## src/hdl/timer16_pkg.sv

```systemverilog
// constants, register map and state types of the 16-bit capture timer
// assumes a single aclk domain and an axi4-lite register port
// Notes on behaviour
// - capture still happens during coinciding register read
// - irq on valid edge, none on reverse
// - capture registers undefined once timer stops
// - overflow flag on wrap, incl. match FFFF
// - early clear before 0001 is undone
package timer16_pkg;
  // register byte offsets
  localparam logic [7:0] OFF_CTRL  = 8'h00;
  localparam logic [7:0] OFF_COUNT = 8'h04;
  localparam logic [7:0] OFF_CCA   = 8'h08;
  localparam logic [7:0] OFF_CCB   = 8'h0C;
  localparam logic [7:0] OFF_FLAG  = 8'h10;
  localparam logic [7:0] OFF_IST   = 8'h14;
  localparam logic [7:0] OFF_IMSK  = 8'h18;
  // control field positions
  localparam int CTRL_MODE  = 0;  // op_mode_bit_lo, op_mode_bit_hi at +1
  localparam int CTRL_ES_A  = 2;  // edge_select_bit0/bit1 of trigger a
  localparam int CTRL_ES_B  = 4;  // edge select of trigger b
  localparam int CTRL_CAP_A = 6;  // capcmp_reg_a works as capture
  localparam int CTRL_CAP_B = 7;  // capcmp_reg_b works as capture
  localparam int CTRL_REV_A = 8;  // reg a also captures on reverse edge of a
  localparam int CTRL_OSP   = 9;  // one-shot pulse enable
  localparam int CTRL_W     = 10;
  // interrupt status bits
  localparam int IRQ_A   = 0;
  localparam int IRQ_B   = 1;
  localparam int IRQ_OVF = 2;
  localparam int IRQ_W   = 3;
  // counter landmarks and reset values
  localparam logic [15:0] CNT_MAX  = 16'hFFFF;
  localparam logic [15:0] CNT_ZERO = 16'h0000;
  localparam logic [15:0] CNT_ONE  = 16'h0001;
  localparam logic [31:0] WORD_ZERO = 32'h0000_0000;
  // axi responses
  localparam logic [1:0] RESP_OKAY   = 2'b00;
  localparam logic [1:0] RESP_SLVERR = 2'b10;
  // edge selection codes
  localparam logic [1:0] ES_FALL = 2'b00;
  localparam logic [1:0] ES_RISE = 2'b01;
  localparam logic [1:0] ES_BOTH = 2'b11;
  // operating modes, gray along stop, free, trigger-clear, match-clear
  typedef enum logic [1:0] {
    MODE_STOP      = 2'b00,
    MODE_FREE      = 2'b01,
    MODE_CLR_TRIG  = 2'b11,
    MODE_CLR_MATCH = 2'b10
  } op_mode_type;
  // one-shot pulse states
  typedef enum logic [1:0] {
    OS_IDLE   = 2'b00,
    OS_DELAY  = 2'b01,
    OS_ACTIVE = 2'b11
  } one_shot_type;
endpackage : timer16_pkg

```

## src/hdl/trig_if.sv

```systemverilog
// carrier between the edge detector and the timer core
// assumes both ends sit on aclk
`timescale 1ns/1ns
interface trig_if;
  logic [1:0] edge_sel;      // selected valid edge
  logic       valid_edge;    // one-cycle pulse on the valid edge
  logic       reverse_edge;  // one-cycle pulse on the opposite edge
  modport det (input edge_sel, output valid_edge, output reverse_edge);
  modport use_side (output edge_sel, input valid_edge, input reverse_edge);
endinterface : trig_if
```

## src/hdl/edge_detect.sv

```systemverilog
// synchronises one trigger pin and reports its valid and reverse edges
// assumes the pin is asynchronous to aclk
`timescale 1ns/1ns
module edge_detect (
  input  wire logic aclk,
  input  wire logic aresetn,
  input  wire logic pin,
  trig_if.det       trig
);
  logic sync1_q;  // first stage, read only by sync2_q
  logic sync2_q;  // settled pin level
  logic prev_q;   // level one cycle earlier
  wire  rise = sync2_q & ~prev_q;
  wire  fall = ~sync2_q & prev_q;

  // prev starts low, so a pin already high after reset reads as a rise
  always_ff @(posedge aclk) begin
    if (!aresetn) begin
      sync1_q <= 1'b0;
      sync2_q <= 1'b0;
      prev_q  <= 1'b0;
    end else begin
      sync1_q <= pin;
      sync2_q <= sync1_q;
      prev_q  <= sync2_q;
    end
  end

  // both-edges selection leaves no reverse phase
  assign trig.valid_edge   = (trig.edge_sel == timer16_pkg::ES_RISE) ? rise :
                             (trig.edge_sel == timer16_pkg::ES_FALL) ? fall :
                             (trig.edge_sel == timer16_pkg::ES_BOTH) ? (rise | fall) : 1'b0;
  assign trig.reverse_edge = (trig.edge_sel == timer16_pkg::ES_RISE) ? fall :
                             (trig.edge_sel == timer16_pkg::ES_FALL) ? rise : 1'b0;
endmodule : edge_detect

```

## src/hdl/timer16_top.sv

```systemverilog
// 16-bit timer with two capture/compare registers, overflow flag,
// one-shot pulse and an axi4-lite register port
// assumes trigger pins are asynchronous; one clock, synchronous reset
`timescale 1ns/1ns
module timer16_top #(
  parameter int ADDR_W = 8
) (
  input  wire logic              aclk,
  input  wire logic              aresetn,
  input  wire logic [ADDR_W-1:0] s_axi_awaddr,
  input  wire logic              s_axi_awvalid,
  output logic                   s_axi_awready,
  input  wire logic [31:0]       s_axi_wdata,
  input  wire logic [3:0]        s_axi_wstrb,
  input  wire logic              s_axi_wvalid,
  output logic                   s_axi_wready,
  output logic [1:0]             s_axi_bresp,
  output logic                   s_axi_bvalid,
  input  wire logic              s_axi_bready,
  input  wire logic [ADDR_W-1:0] s_axi_araddr,
  input  wire logic              s_axi_arvalid,
  output logic                   s_axi_arready,
  output logic [31:0]            s_axi_rdata,
  output logic [1:0]             s_axi_rresp,
  output logic                   s_axi_rvalid,
  input  wire logic              s_axi_rready,
  input  wire logic              trigger_input_a,
  input  wire logic              trigger_input_b,
  output logic                   pulse_out,
  output logic                   irq
);
  // merge a write word into an old value under byte strobes
  function automatic logic [31:0] strb_merge(input logic [31:0] old_v,
                                             input logic [31:0] new_v,
                                             input logic [3:0]  strb);
    logic [31:0] r;
    r = old_v;
    for (int i = 0; i < 4; i++) begin
      if (strb[i]) r[8*i +: 8] = new_v[8*i +: 8];
    end
    return r;
  endfunction : strb_merge

  // trigger edge detection
  trig_if ta ();
  trig_if tb ();
  edge_detect u_det_a (
    .aclk    (aclk),
    .aresetn (aresetn),
    .pin     (trigger_input_a),
    .trig    (ta)
  );
  edge_detect u_det_b (
    .aclk    (aclk),
    .aresetn (aresetn),
    .pin     (trigger_input_b),
    .trig    (tb)
  );

  // registers
  logic [timer16_pkg::CTRL_W-1:0] ctrl_q;      // mode, edges, capture setup
  logic [15:0]                    up_counter;  // running count
  logic [15:0]                    capcmp_reg_a;
  logic [15:0]                    capcmp_reg_b;
  logic                           overflow_flag;
  logic                           ovf_win_q;   // counter still at 0000 after wrap
  logic [timer16_pkg::IRQ_W-1:0]  ist_q;       // sticky interrupt status
  logic [timer16_pkg::IRQ_W-1:0]  imsk_q;      // interrupt enables
  timer16_pkg::one_shot_type      os_q;
  // axi state
  logic              aw_full_q;
  logic              w_full_q;
  logic [ADDR_W-1:0] waddr_q;
  logic [31:0]       wdata_q;
  logic [3:0]        wstrb_q;

  // control fields
  timer16_pkg::op_mode_type mode;
  assign mode = timer16_pkg::op_mode_type'(ctrl_q[timer16_pkg::CTRL_MODE +: 2]);
  wire running = (mode != timer16_pkg::MODE_STOP);
  wire cap_a   = ctrl_q[timer16_pkg::CTRL_CAP_A];
  wire cap_b   = ctrl_q[timer16_pkg::CTRL_CAP_B];
  wire rev_a   = ctrl_q[timer16_pkg::CTRL_REV_A];
  wire osp_en  = ctrl_q[timer16_pkg::CTRL_OSP];
  assign ta.edge_sel = ctrl_q[timer16_pkg::CTRL_ES_A +: 2];
  assign tb.edge_sel = ctrl_q[timer16_pkg::CTRL_ES_B +: 2];

  // write channel bookkeeping
  wire aw_take = s_axi_awvalid & s_axi_awready;
  wire w_take  = s_axi_wvalid & s_axi_wready;
  wire do_wr   = aw_full_q & w_full_q & ~s_axi_bvalid;
  wire [7:0] wa = 8'(waddr_q);
  wire wr_ctrl = do_wr && (wa == timer16_pkg::OFF_CTRL);
  wire wr_cca  = do_wr && (wa == timer16_pkg::OFF_CCA);
  wire wr_ccb  = do_wr && (wa == timer16_pkg::OFF_CCB);
  wire wr_flag = do_wr && (wa == timer16_pkg::OFF_FLAG);
  wire wr_ist  = do_wr && (wa == timer16_pkg::OFF_IST);
  wire wr_imsk = do_wr && (wa == timer16_pkg::OFF_IMSK);
  wire wr_ro   = do_wr && (wa == timer16_pkg::OFF_COUNT);
  wire wr_ok   = wr_ctrl | wr_cca | wr_ccb | wr_flag | wr_ist | wr_imsk | wr_ro;
  localparam logic [31:0] WORD_ZERO_W = timer16_pkg::WORD_ZERO;
  wire [31:0] wmerge = strb_merge(WORD_ZERO_W, wdata_q, wstrb_q);

  // counter events
  wire match_a     = (up_counter == capcmp_reg_a);
  wire match_b     = (up_counter == capcmp_reg_b);
  wire clr_trig    = (mode == timer16_pkg::MODE_CLR_TRIG) && ta.valid_edge;
  wire clr_match   = (mode == timer16_pkg::MODE_CLR_MATCH) && match_a;
  // a wrap from FFFF covers both plain overflow and a match-clear at FFFF
  wire ovf_evt     = running && (up_counter == timer16_pkg::CNT_MAX)
                     && !clr_trig;
  // capture events: reg a from trigger b valid edge or trigger a reverse edge
  wire cap_a_valid = running && cap_a && tb.valid_edge;
  wire cap_a_rev   = running && cap_a && rev_a && ta.reverse_edge;
  wire cap_a_evt   = cap_a_valid | cap_a_rev;
  wire cap_b_evt   = running && cap_b && ta.valid_edge;
  // capture interrupts come from valid edges only, never the reverse phase
  wire irq_a_evt   = cap_a ? cap_a_valid : (running && match_a);
  wire irq_b_evt   = cap_b ? cap_b_evt : (running && match_b);

  // counter: cleared when stopped or on a clear condition
  always_ff @(posedge aclk) begin
    if (!aresetn) begin
      up_counter <= timer16_pkg::CNT_ZERO;
    end else if (!running || clr_trig || clr_match) begin
      up_counter <= timer16_pkg::CNT_ZERO;
    end else begin
      up_counter <= up_counter + timer16_pkg::CNT_ONE;
    end
  end

  // control register; edge selection of trigger a frozen unless the timer is stopped
  logic [timer16_pkg::CTRL_W-1:0] ctrl_d;
  always_comb begin
    ctrl_d = ctrl_q;
    if (wr_ctrl) begin
      ctrl_d = wmerge[timer16_pkg::CTRL_W-1:0];
      if (running) begin
        ctrl_d[timer16_pkg::CTRL_ES_A +: 2] = ctrl_q[timer16_pkg::CTRL_ES_A +: 2];
      end
    end
  end
  always_ff @(posedge aclk) begin
    if (!aresetn) ctrl_q <= '0;
    else          ctrl_q <= ctrl_d;
  end

  // capture/compare a; capture beats a bus write in the same cycle,
  // a capture register does not keep its value across a stop
  always_ff @(posedge aclk) begin
    if (!aresetn) begin
      capcmp_reg_a <= timer16_pkg::CNT_ZERO;
    end else if (cap_a_evt) begin
      capcmp_reg_a <= up_counter;
    end else if (cap_a && !running) begin
      capcmp_reg_a <= timer16_pkg::CNT_ZERO;
    end else if (wr_cca) begin
      capcmp_reg_a <= wmerge[15:0];
    end
  end

  // capture/compare b, same priorities
  always_ff @(posedge aclk) begin
    if (!aresetn) begin
      capcmp_reg_b <= timer16_pkg::CNT_ZERO;
    end else if (cap_b_evt) begin
      capcmp_reg_b <= up_counter;
    end else if (cap_b && !running) begin
      capcmp_reg_b <= timer16_pkg::CNT_ZERO;
    end else if (wr_ccb) begin
      capcmp_reg_b <= wmerge[15:0];
    end
  end

  // overflow window: open from the wrap until the count leaves 0000
  wire flag_clear = wr_flag && wstrb_q[0] && !wdata_q[0];
  always_ff @(posedge aclk) begin
    if (!aresetn) begin
      ovf_win_q     <= 1'b0;
      overflow_flag <= 1'b0;
    end else begin
      ovf_win_q     <= ovf_evt;
      // set wins over clear; a clear inside the window is undone
      overflow_flag <= ovf_evt | ovf_win_q
                       | (overflow_flag & !flag_clear);
    end
  end

  // one-shot: trigger a valid edge starts it, match b raises, match a ends
  always_ff @(posedge aclk) begin
    if (!aresetn) begin
      os_q      <= timer16_pkg::OS_IDLE;
      pulse_out <= 1'b0;
    end else if (!osp_en || !running) begin
      os_q      <= timer16_pkg::OS_IDLE;
      pulse_out <= 1'b0;
    end else begin
      case (os_q)
        timer16_pkg::OS_IDLE: begin
          if (ta.valid_edge) os_q <= timer16_pkg::OS_DELAY;
        end
        timer16_pkg::OS_DELAY: begin
          if (match_b) begin
            os_q      <= timer16_pkg::OS_ACTIVE;
            pulse_out <= 1'b1;
          end
        end
        timer16_pkg::OS_ACTIVE: begin
          // a trigger here is ignored; the level runs to its end
          if (match_a) begin
            os_q      <= timer16_pkg::OS_IDLE;
            pulse_out <= 1'b0;
          end
        end
        default: os_q <= timer16_pkg::OS_IDLE;
      endcase
    end
  end

  // sticky interrupt status, write one to clear, set wins
  wire [timer16_pkg::IRQ_W-1:0] ev  = {ovf_evt, irq_b_evt, irq_a_evt};
  wire [timer16_pkg::IRQ_W-1:0] w1c = wr_ist ? wmerge[timer16_pkg::IRQ_W-1:0] : '0;
  always_ff @(posedge aclk) begin
    if (!aresetn) begin
      ist_q  <= '0;
      imsk_q <= '0;
      irq    <= 1'b0;
    end else begin
      ist_q  <= ev | (ist_q & ~w1c);
      if (wr_imsk) imsk_q <= wmerge[timer16_pkg::IRQ_W-1:0];
      irq    <= |(ist_q & imsk_q);
    end
  end

  // axi write: address and data taken in either order, answer after both
  always_ff @(posedge aclk) begin
    if (!aresetn) begin
      aw_full_q     <= 1'b0;
      w_full_q      <= 1'b0;
      waddr_q       <= '0;
      wdata_q       <= timer16_pkg::WORD_ZERO;
      wstrb_q       <= '0;
      s_axi_awready <= 1'b0;
      s_axi_wready  <= 1'b0;
      s_axi_bvalid  <= 1'b0;
      s_axi_bresp   <= timer16_pkg::RESP_OKAY;
    end else begin
      if (aw_take) waddr_q <= s_axi_awaddr;
      if (w_take) begin
        wdata_q <= s_axi_wdata;
        wstrb_q <= s_axi_wstrb;
      end
      aw_full_q     <= do_wr ? 1'b0 : (aw_full_q | aw_take);
      w_full_q      <= do_wr ? 1'b0 : (w_full_q | w_take);
      s_axi_awready <= do_wr | ~(aw_full_q | aw_take);
      s_axi_wready  <= do_wr | ~(w_full_q | w_take);
      if (do_wr) begin
        s_axi_bvalid <= 1'b1;
        s_axi_bresp  <= wr_ok ? timer16_pkg::RESP_OKAY : timer16_pkg::RESP_SLVERR;
      end else if (s_axi_bready) begin
        s_axi_bvalid <= 1'b0;
      end
    end
  end

  // axi read decode; a read beside a capture shows the older value
  wire [7:0] ra   = 8'(s_axi_araddr);
  wire ar_take    = s_axi_arvalid & s_axi_arready;
  wire [31:0] rd_word =
    (ra == timer16_pkg::OFF_CTRL)  ? 32'(ctrl_q) :
    (ra == timer16_pkg::OFF_COUNT) ? 32'(up_counter) :
    (ra == timer16_pkg::OFF_CCA)   ? 32'(capcmp_reg_a) :
    (ra == timer16_pkg::OFF_CCB)   ? 32'(capcmp_reg_b) :
    (ra == timer16_pkg::OFF_FLAG)  ? 32'(overflow_flag) :
    (ra == timer16_pkg::OFF_IST)   ? 32'(ist_q) :
    (ra == timer16_pkg::OFF_IMSK)  ? 32'(imsk_q) : timer16_pkg::WORD_ZERO;
  wire rd_ok = (ra == timer16_pkg::OFF_CTRL) || (ra == timer16_pkg::OFF_COUNT)
            || (ra == timer16_pkg::OFF_CCA) || (ra == timer16_pkg::OFF_CCB)
            || (ra == timer16_pkg::OFF_FLAG) || (ra == timer16_pkg::OFF_IST)
            || (ra == timer16_pkg::OFF_IMSK);
  wire rvalid_d = ar_take | (s_axi_rvalid & ~s_axi_rready);

  // axi read: one cycle from address to data
  always_ff @(posedge aclk) begin
    if (!aresetn) begin
      s_axi_arready <= 1'b0;
      s_axi_rvalid  <= 1'b0;
      s_axi_rdata   <= timer16_pkg::WORD_ZERO;
      s_axi_rresp   <= timer16_pkg::RESP_OKAY;
    end else begin
      s_axi_rvalid  <= rvalid_d;
      s_axi_arready <= ~rvalid_d;
      if (ar_take) begin
        s_axi_rdata <= rd_word;
        s_axi_rresp <= rd_ok ? timer16_pkg::RESP_OKAY : timer16_pkg::RESP_SLVERR;
      end
    end
  end
endmodule : timer16_top

```

## config.mk

```make
export PLATFORM = sky130hd
export DESIGN_NAME = timer16_top
export DESIGN_NICKNAME = d
export VERILOG_FILES = /design/src/hdl/timer16_pkg.sv /design/src/hdl/trig_if.sv /design/src/hdl/edge_detect.sv /design/src/hdl/timer16_top.sv
export SDC_FILE = /design/constraint.sdc
export NUM_CORES = 1
export LEC_CHECK = 0
export ABC_AREA = 1
export BUFFER_PORTS_ARGS = -buffer_cell sky130_fd_sc_hd__buf_4
export CAP_MARGIN = 15
export CORE_ASPECT_RATIO = 1.5
export CORE_UTILIZATION = 45
export DETAILED_ROUTE_END_ITERATION = 10
export PLACE_DENSITY = 0.68
export SKIP_LAST_GASP = 1
export SLEW_MARGIN = 20
export SYNTH_ARGS = -nofsm -noshare
export SYNTH_HDL_FRONTEND = slang
export SYNTH_SLANG_ARGS = --single-unit
export TNS_END_PERCENT = 20
```

## constraint.sdc

```tcl
create_clock -name aclk -period 2.7 [get_ports aclk]
set_clock_uncertainty 0.15 [all_clocks]
set_input_delay 0.27 -clock aclk [delete_from_list [all_inputs] [get_ports aclk]]
set_output_delay 0.27 -clock aclk [all_outputs]
set_load 0.1 [all_outputs]
```

==> results.toml, run 1 <==
[finish]
final_common_cell = "nand2_1"
layout_common_cells = "nand2_1, nor2_1, dfxtp_1"
nFillCells = 1467
drive_above_1_share = 0.116
syn_to_final_growth_pct = 21.3
num_antenna_cells = 0
stdcell_count = 1349
layout.nets = 1206

[critical_path]
start_kind = "register"
critPathMaxFanout = 16
rr_startpoint = "up_counter[10]"
r2r-end = "up_counter[14]"
critical_path_class = "register to register"
crit_start = "up_counter[10]"
required_ns = 2.83
critPathArrivalTime_ns = 2.31
ff2ff_setup_slack_ns = 0.52
endpoint_kind = "register"
reg2reg_depth = 9

[clock_tree]
clock-sinks = 127
clock_latency_ns = 0.41
ctsHoldBuffers = 24
cts_tree = "yes"
htree_levels = 4
post_cts_buffers = 0
path_clk_slew_ns = 0.06
cts-buffers-inserted = 17
clockRootBuffer = "clkbuf_16"
cts_max_path_buffers = 2
post_cts_resized = 0

[power]
clock_power_share = 0.483
internal_power_w = 0.00358
switching_power_w = 0.00127
total_power_w = 0.00485
p_sw_frac = 0.261
p_comb_frac = 0.111
pwr-share-seq = 0.406
pwr_density_cell_mw_per_mm2 = 595
p_leak_nw = 3.78
ir_worst_vdd_mv = 0.487

[min_path]
hold_start = "s_axi_wdata[13]"
hold_depth = 3
min_to = "wdata_q[13]"
hold_path.class = "primary input to register"

[die]
core_area_sq_mm = 0.0146
die_h_um = 152
start_util = 0.460
ios = 104
die_w_um = 102
num_rows = 54
die-area_sq_mm = 0.0154

[sta]
final_max_slew_viol_count = 0
setup_viol = 0
fin_crit_ns = 2.18
final-hold-violation-count = 0
finalSetupTns_ns = 0
timing.final.crit_share = 0.808
relSlewSlack = 0.502
clock.fmax_mhz = 458
worstMarginPinSlew_ns = 0.746
rsz0062_at_grt = "no"

[drt]
ant_nets = 0
drt-total-wl_um = 19000
first_pass_iters = 5
drtIter0Drc = 496
drcViolationCount = 0
wl_per_cell_um = 14.1
viasPerCell = 5.04
vias = 6795

[logic_synthesis]
post_synth_num_cell_types = 35
synth_top_area_cell = "dfxtp_1"
avgSynthCellArea_sq_um = 6.36
synthTopCellsByArea = "dfxtp_1, nand2_1, nor2_1"
syn_inst = 1057
yosysTopAreaCellShare = 0.378
synth.cell_area_sq_mm = 0.00672
ys_seq_area_frac = 0.378
yosys_warnings = 0
synth-seq-cells = 127

[run_status]
outcome = "finished clean"

[grt]
grt_usage = 0.264
grt_overflow = 0
grt_pass1_vias = 6140
grt_start_max_net_pins = 55
grt_pass1_wl_um = 30700
antenna_found_initial = 0

[job]
drv_cap = 0

[place]
numPortBuffers = 67
place.gp.congestion = 0.857
dpl.hpwl_um = 13100
placed_cells = 1293
## flip-flops by register name (all words and copies together), names as in the netlist, 2 cells and up
register and flops:
wdata_q 16, imsk_q 3, os_q 2, wstrb_q 2
wa 8, ctrl_q 10, s_axi_rdata 16, up_counter 16
capcmp_reg_a 16, capcmp_reg_b 16, ist_q 3
## power by group through the flow
stage          Clock, W  Sequential (W)  Combinational, W
2_1_floorplan         0         0.00206          0.000336
3_3_place_gp          0         0.00200          0.000504
3_5_place_dp          0         0.00201          0.000509
4_1_cts         0.00236         0.00197          0.000538
5_1_grt         0.00246         0.00197          0.000585
6_report        0.00234         0.00197          0.000539
## cell type report
| cell class | count | area (sq um) | area share |
|---|---|---|---|
| Multi-Input combinational cell | 754 | 3400 | 0.417 |
| Sequential cell | 127 | 2540 | 0.312 |
| Timing Repair Buffer | 108 | 871 | 0.107 |
| Inverter | 132 | 495 | 0.0608 |
| Clock buffer | 22 | 464 | 0.0570 |
| Tap cell | 196 | 245 | 0.0301 |
| Clock inverter | 10 | 136 | 0.0167 |
## stage by stage
stage               setup WS [ns]  hold slack, ns   util  cell area (sq um)
floorplan                   0.507           0.218      -               6780
CTS                         0.507         0.00466  0.558               8150
finish                      0.517         0.00190  0.558               8150
global route                0.363          0.0154  0.558               8150
detailed placement          0.522           0.249  0.501               7310
global placement            0.527           0.243  0.501               7310
## cell families (layout without fill, tap and decap cells)
| family | Yosys count | after routing | share of synthesized area |
|---|---|---|---|
| buffers and inverters | 193 | 272 | 0.126 |
| AND/OR/NAND/NOR | 543 | 543 | 0.328 |
| other | 1 | 18 | 0.000558 |
| AO/OA/AOI/OAI | 177 | 177 | 0.144 |
| adder cells (fa/ha/maj) | 5 | 5 | 0.00931 |
| XOR/XNOR | 11 | 11 | 0.0143 |
| flip-flops | 127 | 127 | 0.378 |
## synthesized netlist by cell type (all sizes together)
| library cell | instances |
|---|---|
| nand2 | 283 |
| nor2 | 191 |
| inv | 131 |
| dfxtp | 127 |
| o21ai | 104 |
| nand3 | 49 |
| a21oi | 48 |
| buf | 40 |
| clkbuf | 21 |
| o22ai | 11 |
| nand4 | 9 |
| nor3 | 9 |
| xor2 | 8 |
| ha | 5 |
| o211ai | 5 |
| xnor2 | 3 |
| a211oi | 2 |
| a31oi | 2 |
| nor4 | 2 |
| o2111ai | 2 |
| o211a | 2 |
| clkinv | 1 |
| conb | 1 |
| o221ai | 1 |
## worst max-delay path by stage
stage	end	slack [ns]	cells after the start
after floorplan	capcmp_reg_b[13]	0.51	8
after global placement	up_counter[11]	0.53	9
after detailed placement	up_counter[14]	0.52	9
after CTS	up_counter[14]	0.51	9
after global routing	up_counter[14]	0.36	9
final	up_counter[14]	0.52	9
## critical path: stages, from the launching register on
cell      delay (ns)
dfxtp_1         0.43
inv_1           0.15
nand2_1         0.08
nand2_1         0.05
nor2_1          0.20
nand2_1         0.09
nor2_2          0.16
nand2_2         0.12
o211ai_4        0.51
nor2_1          0.10
## routing by layer
metal / share of wire / GRT usage / up-vias
met5: 0 / 0 / -
met4: 0.028 / 0.114 / 0
met3: 0.051 / 0.0381 / 40
met2: 0.51 / 0.468 / 227
met1: 0.41 / 0.312 / 3081
li1: - / - / 3447
Power figures use the tool's default switching activity.
==> inputs of run 2 (changes only) <==
==> constraint.sdc (replaced) <==
create_clock -name aclk -period 2.13 [get_ports aclk]
set_clock_uncertainty 0.15 [all_clocks]
set_input_delay 0.213 -clock aclk [delete_from_list [all_inputs] [get_ports aclk]]
set_output_delay 0.213 -clock aclk [all_outputs]
set_load 0.1 [all_outputs]
==> run 2 against run 1 <==
Effect of this change: sequential share of layout area shrank 1.4 points; clock-buffer cell count shrank 2; non-clock buffer count grew 29; maximum frequency grew 4.1%; global-route usage grew 0.97 points; core utilization grew 2.6 points; register-to-register slack lost 0.48 ns; routed wire length grew 3.8%; combinational power grew 33%; via count grew 2.1%; cell count grew 2.1%; highest routed layer unchanged.
==> results.toml, run 2 (synthesis results as in run 1) <==
[run_status]
outcome = "finished clean"

[drt]
wl_met1_um = 7830
vias = 6941
drtIter0Drc = 519
dr_wl_met3_um = 1230
drt-total-wl_um = 19700
ant_nets = 0
top_layer_used = "met4"
wl_per_cell_um = 14.3
wl_met2_um = 9760
viasPerCell = 5.04
drcViolationCount = 0
first_pass_iters = 5

[grt]
grt_overflow = 0
grt_pass1_wl_um = 32200
antenna_found_initial = 0
grt_pass1_vias = 6524
grt_start_max_net_pins = 48
grt_usage = 0.273

[critical_path]
start_kind = "register"
endpoint_kind = "register"
critPathArrivalTime_ns = 2.28
cp_top_family = "simple AND/OR/NAND/NOR gates"
critical_path_class = "register to register"
cp.buffers_inverters = 2
slowest_delay_ns = 0.50
critPathMaxFanout = 8
crit_slowest_cell = "dfxtp_1"
cp_cell_sequence = "ha_1, nand3_1, nor2_1, inv_1, nor3_4, nand4_1, inv_1, nand3_1, a21oi_1"
required_ns = 2.32

[die]
die_h_um = 152
die-area_sq_mm = 0.0154
start_util = 0.460
core_area_sq_mm = 0.0146
die_w_um = 102
ios = 104
num_rows = 54

[sta]
setup_viol = 0
final-hold-violation-count = 0
clock.fmax_mhz = 477
worst_slack_ns = 0.0337
holdWs_ns = 0.0251
timing.final.crit_share = 0.984
rsz0062_at_grt = "yes"
final_max_slew_viol_count = 0
fin_crit_ns = 2.10

[clock_tree]
cts_max_path_buffers = 2
cts-buffers-inserted = 17
clock-sinks = 127
clock_latency_ns = 0.42
cts_tree = "yes"
htree_levels = 4
path_clk_slew_ns = 0.06
clockRootBuffer = "clkbuf_16"

[min_path]
hold_path.class = "primary input to register"

[finish]
nFillCells = 1432
final_cell_area_sq_mm = 0.00853
layout_common_cells = "nand2_1, nor2_1, dfxtp_1"
final_common_cell = "nand2_1"
num_antenna_cells = 0
syn_to_final_growth_pct = 27.0
drive_above_1_share = 0.137
layout.nets = 1235

[power]
ir_worst_vdd_mv = 0.695
pwr_density_cell_mw_per_mm2 = 747
clock_power_share = 0.497
switching_power_w = 0.00165
total_power_w = 0.00638
p_comb_frac = 0.112
p_sw_frac = 0.259
pwr-share-seq = 0.391
internal_power_w = 0.00472
p_leak_nw = 3.98

[place]
place_ws_ns = 0.126
place.gp.congestion = 0.859
placed_area_sq_mm = 0.00758
dpl.hpwl_um = 13500
numPortBuffers = 67

[job]
drv_cap = 0
run 2: area by class of cell:
cell class | count | area (sq um) | area share
Timing Repair Buffer | 137 | 1200 | 0.141
Inverter | 132 | 495 | 0.0581
Clock inverter | 12 | 181 | 0.0213
Multi-Input combinational cell | 754 | 3400 | 0.398
Tap cell | 196 | 245 | 0.0287
Clock buffer | 20 | 467 | 0.0547
Sequential cell | 127 | 2540 | 0.298
run 2: path summary, 6_finish.rpt:
check,startpoint,to,slack (ns),cells after the start
min,aresetn,u_det_b.sync1_q,0.03,3
min reg2reg,u_det_b.sync1_q,u_det_b.sync2_q,0.27,2
max reg2reg,up_counter[0],overflow_flag,0.03,9
max,up_counter[0],overflow_flag,0.03,9
run 2: power groups by stage:
stage               Sequential, W  Clock, W  Combinational [W]
global route              0.00250   0.00334           0.000774
finish                    0.00249   0.00317           0.000716
floorplan                 0.00262         0           0.000426
global placement          0.00254         0           0.000664
detailed placement        0.00254         0           0.000668
CTS                       0.00249   0.00319           0.000713
run 2: through the flow:
stage | TNS (ns) | cells | util
floorplan | -0.271 | 1074 | -
global placement | 0 | 1316 | 0.520
detailed placement | 0 | 1316 | 0.520
CTS | 0 | 1378 | 0.585
global route | -0.0622 | 1378 | 0.585
finish | 0 | 1378 | 0.585
run 2: routing by layer:
metal / up-vias / global-route usage
met3: 57 / 0.0486
met2: 277 / 0.478
li1: 3499 / -
met4: 0 / 0.147
met1: 3108 / 0.313
met5: - / 0
run 2: tightest hold or removal path, cell delays in order:
cell,delay [ns]
buf_4,0.21
nand2_1,0.09
inv_1,0.03
run 2: what timing repair did:
item	4_1_cts	5_1_grt
endpoints found under the setup margin	0	5
hold buffers	30	0
hold endpoints to repair	31	0
buffers inserted	0	0
gates resized for setup	0	1
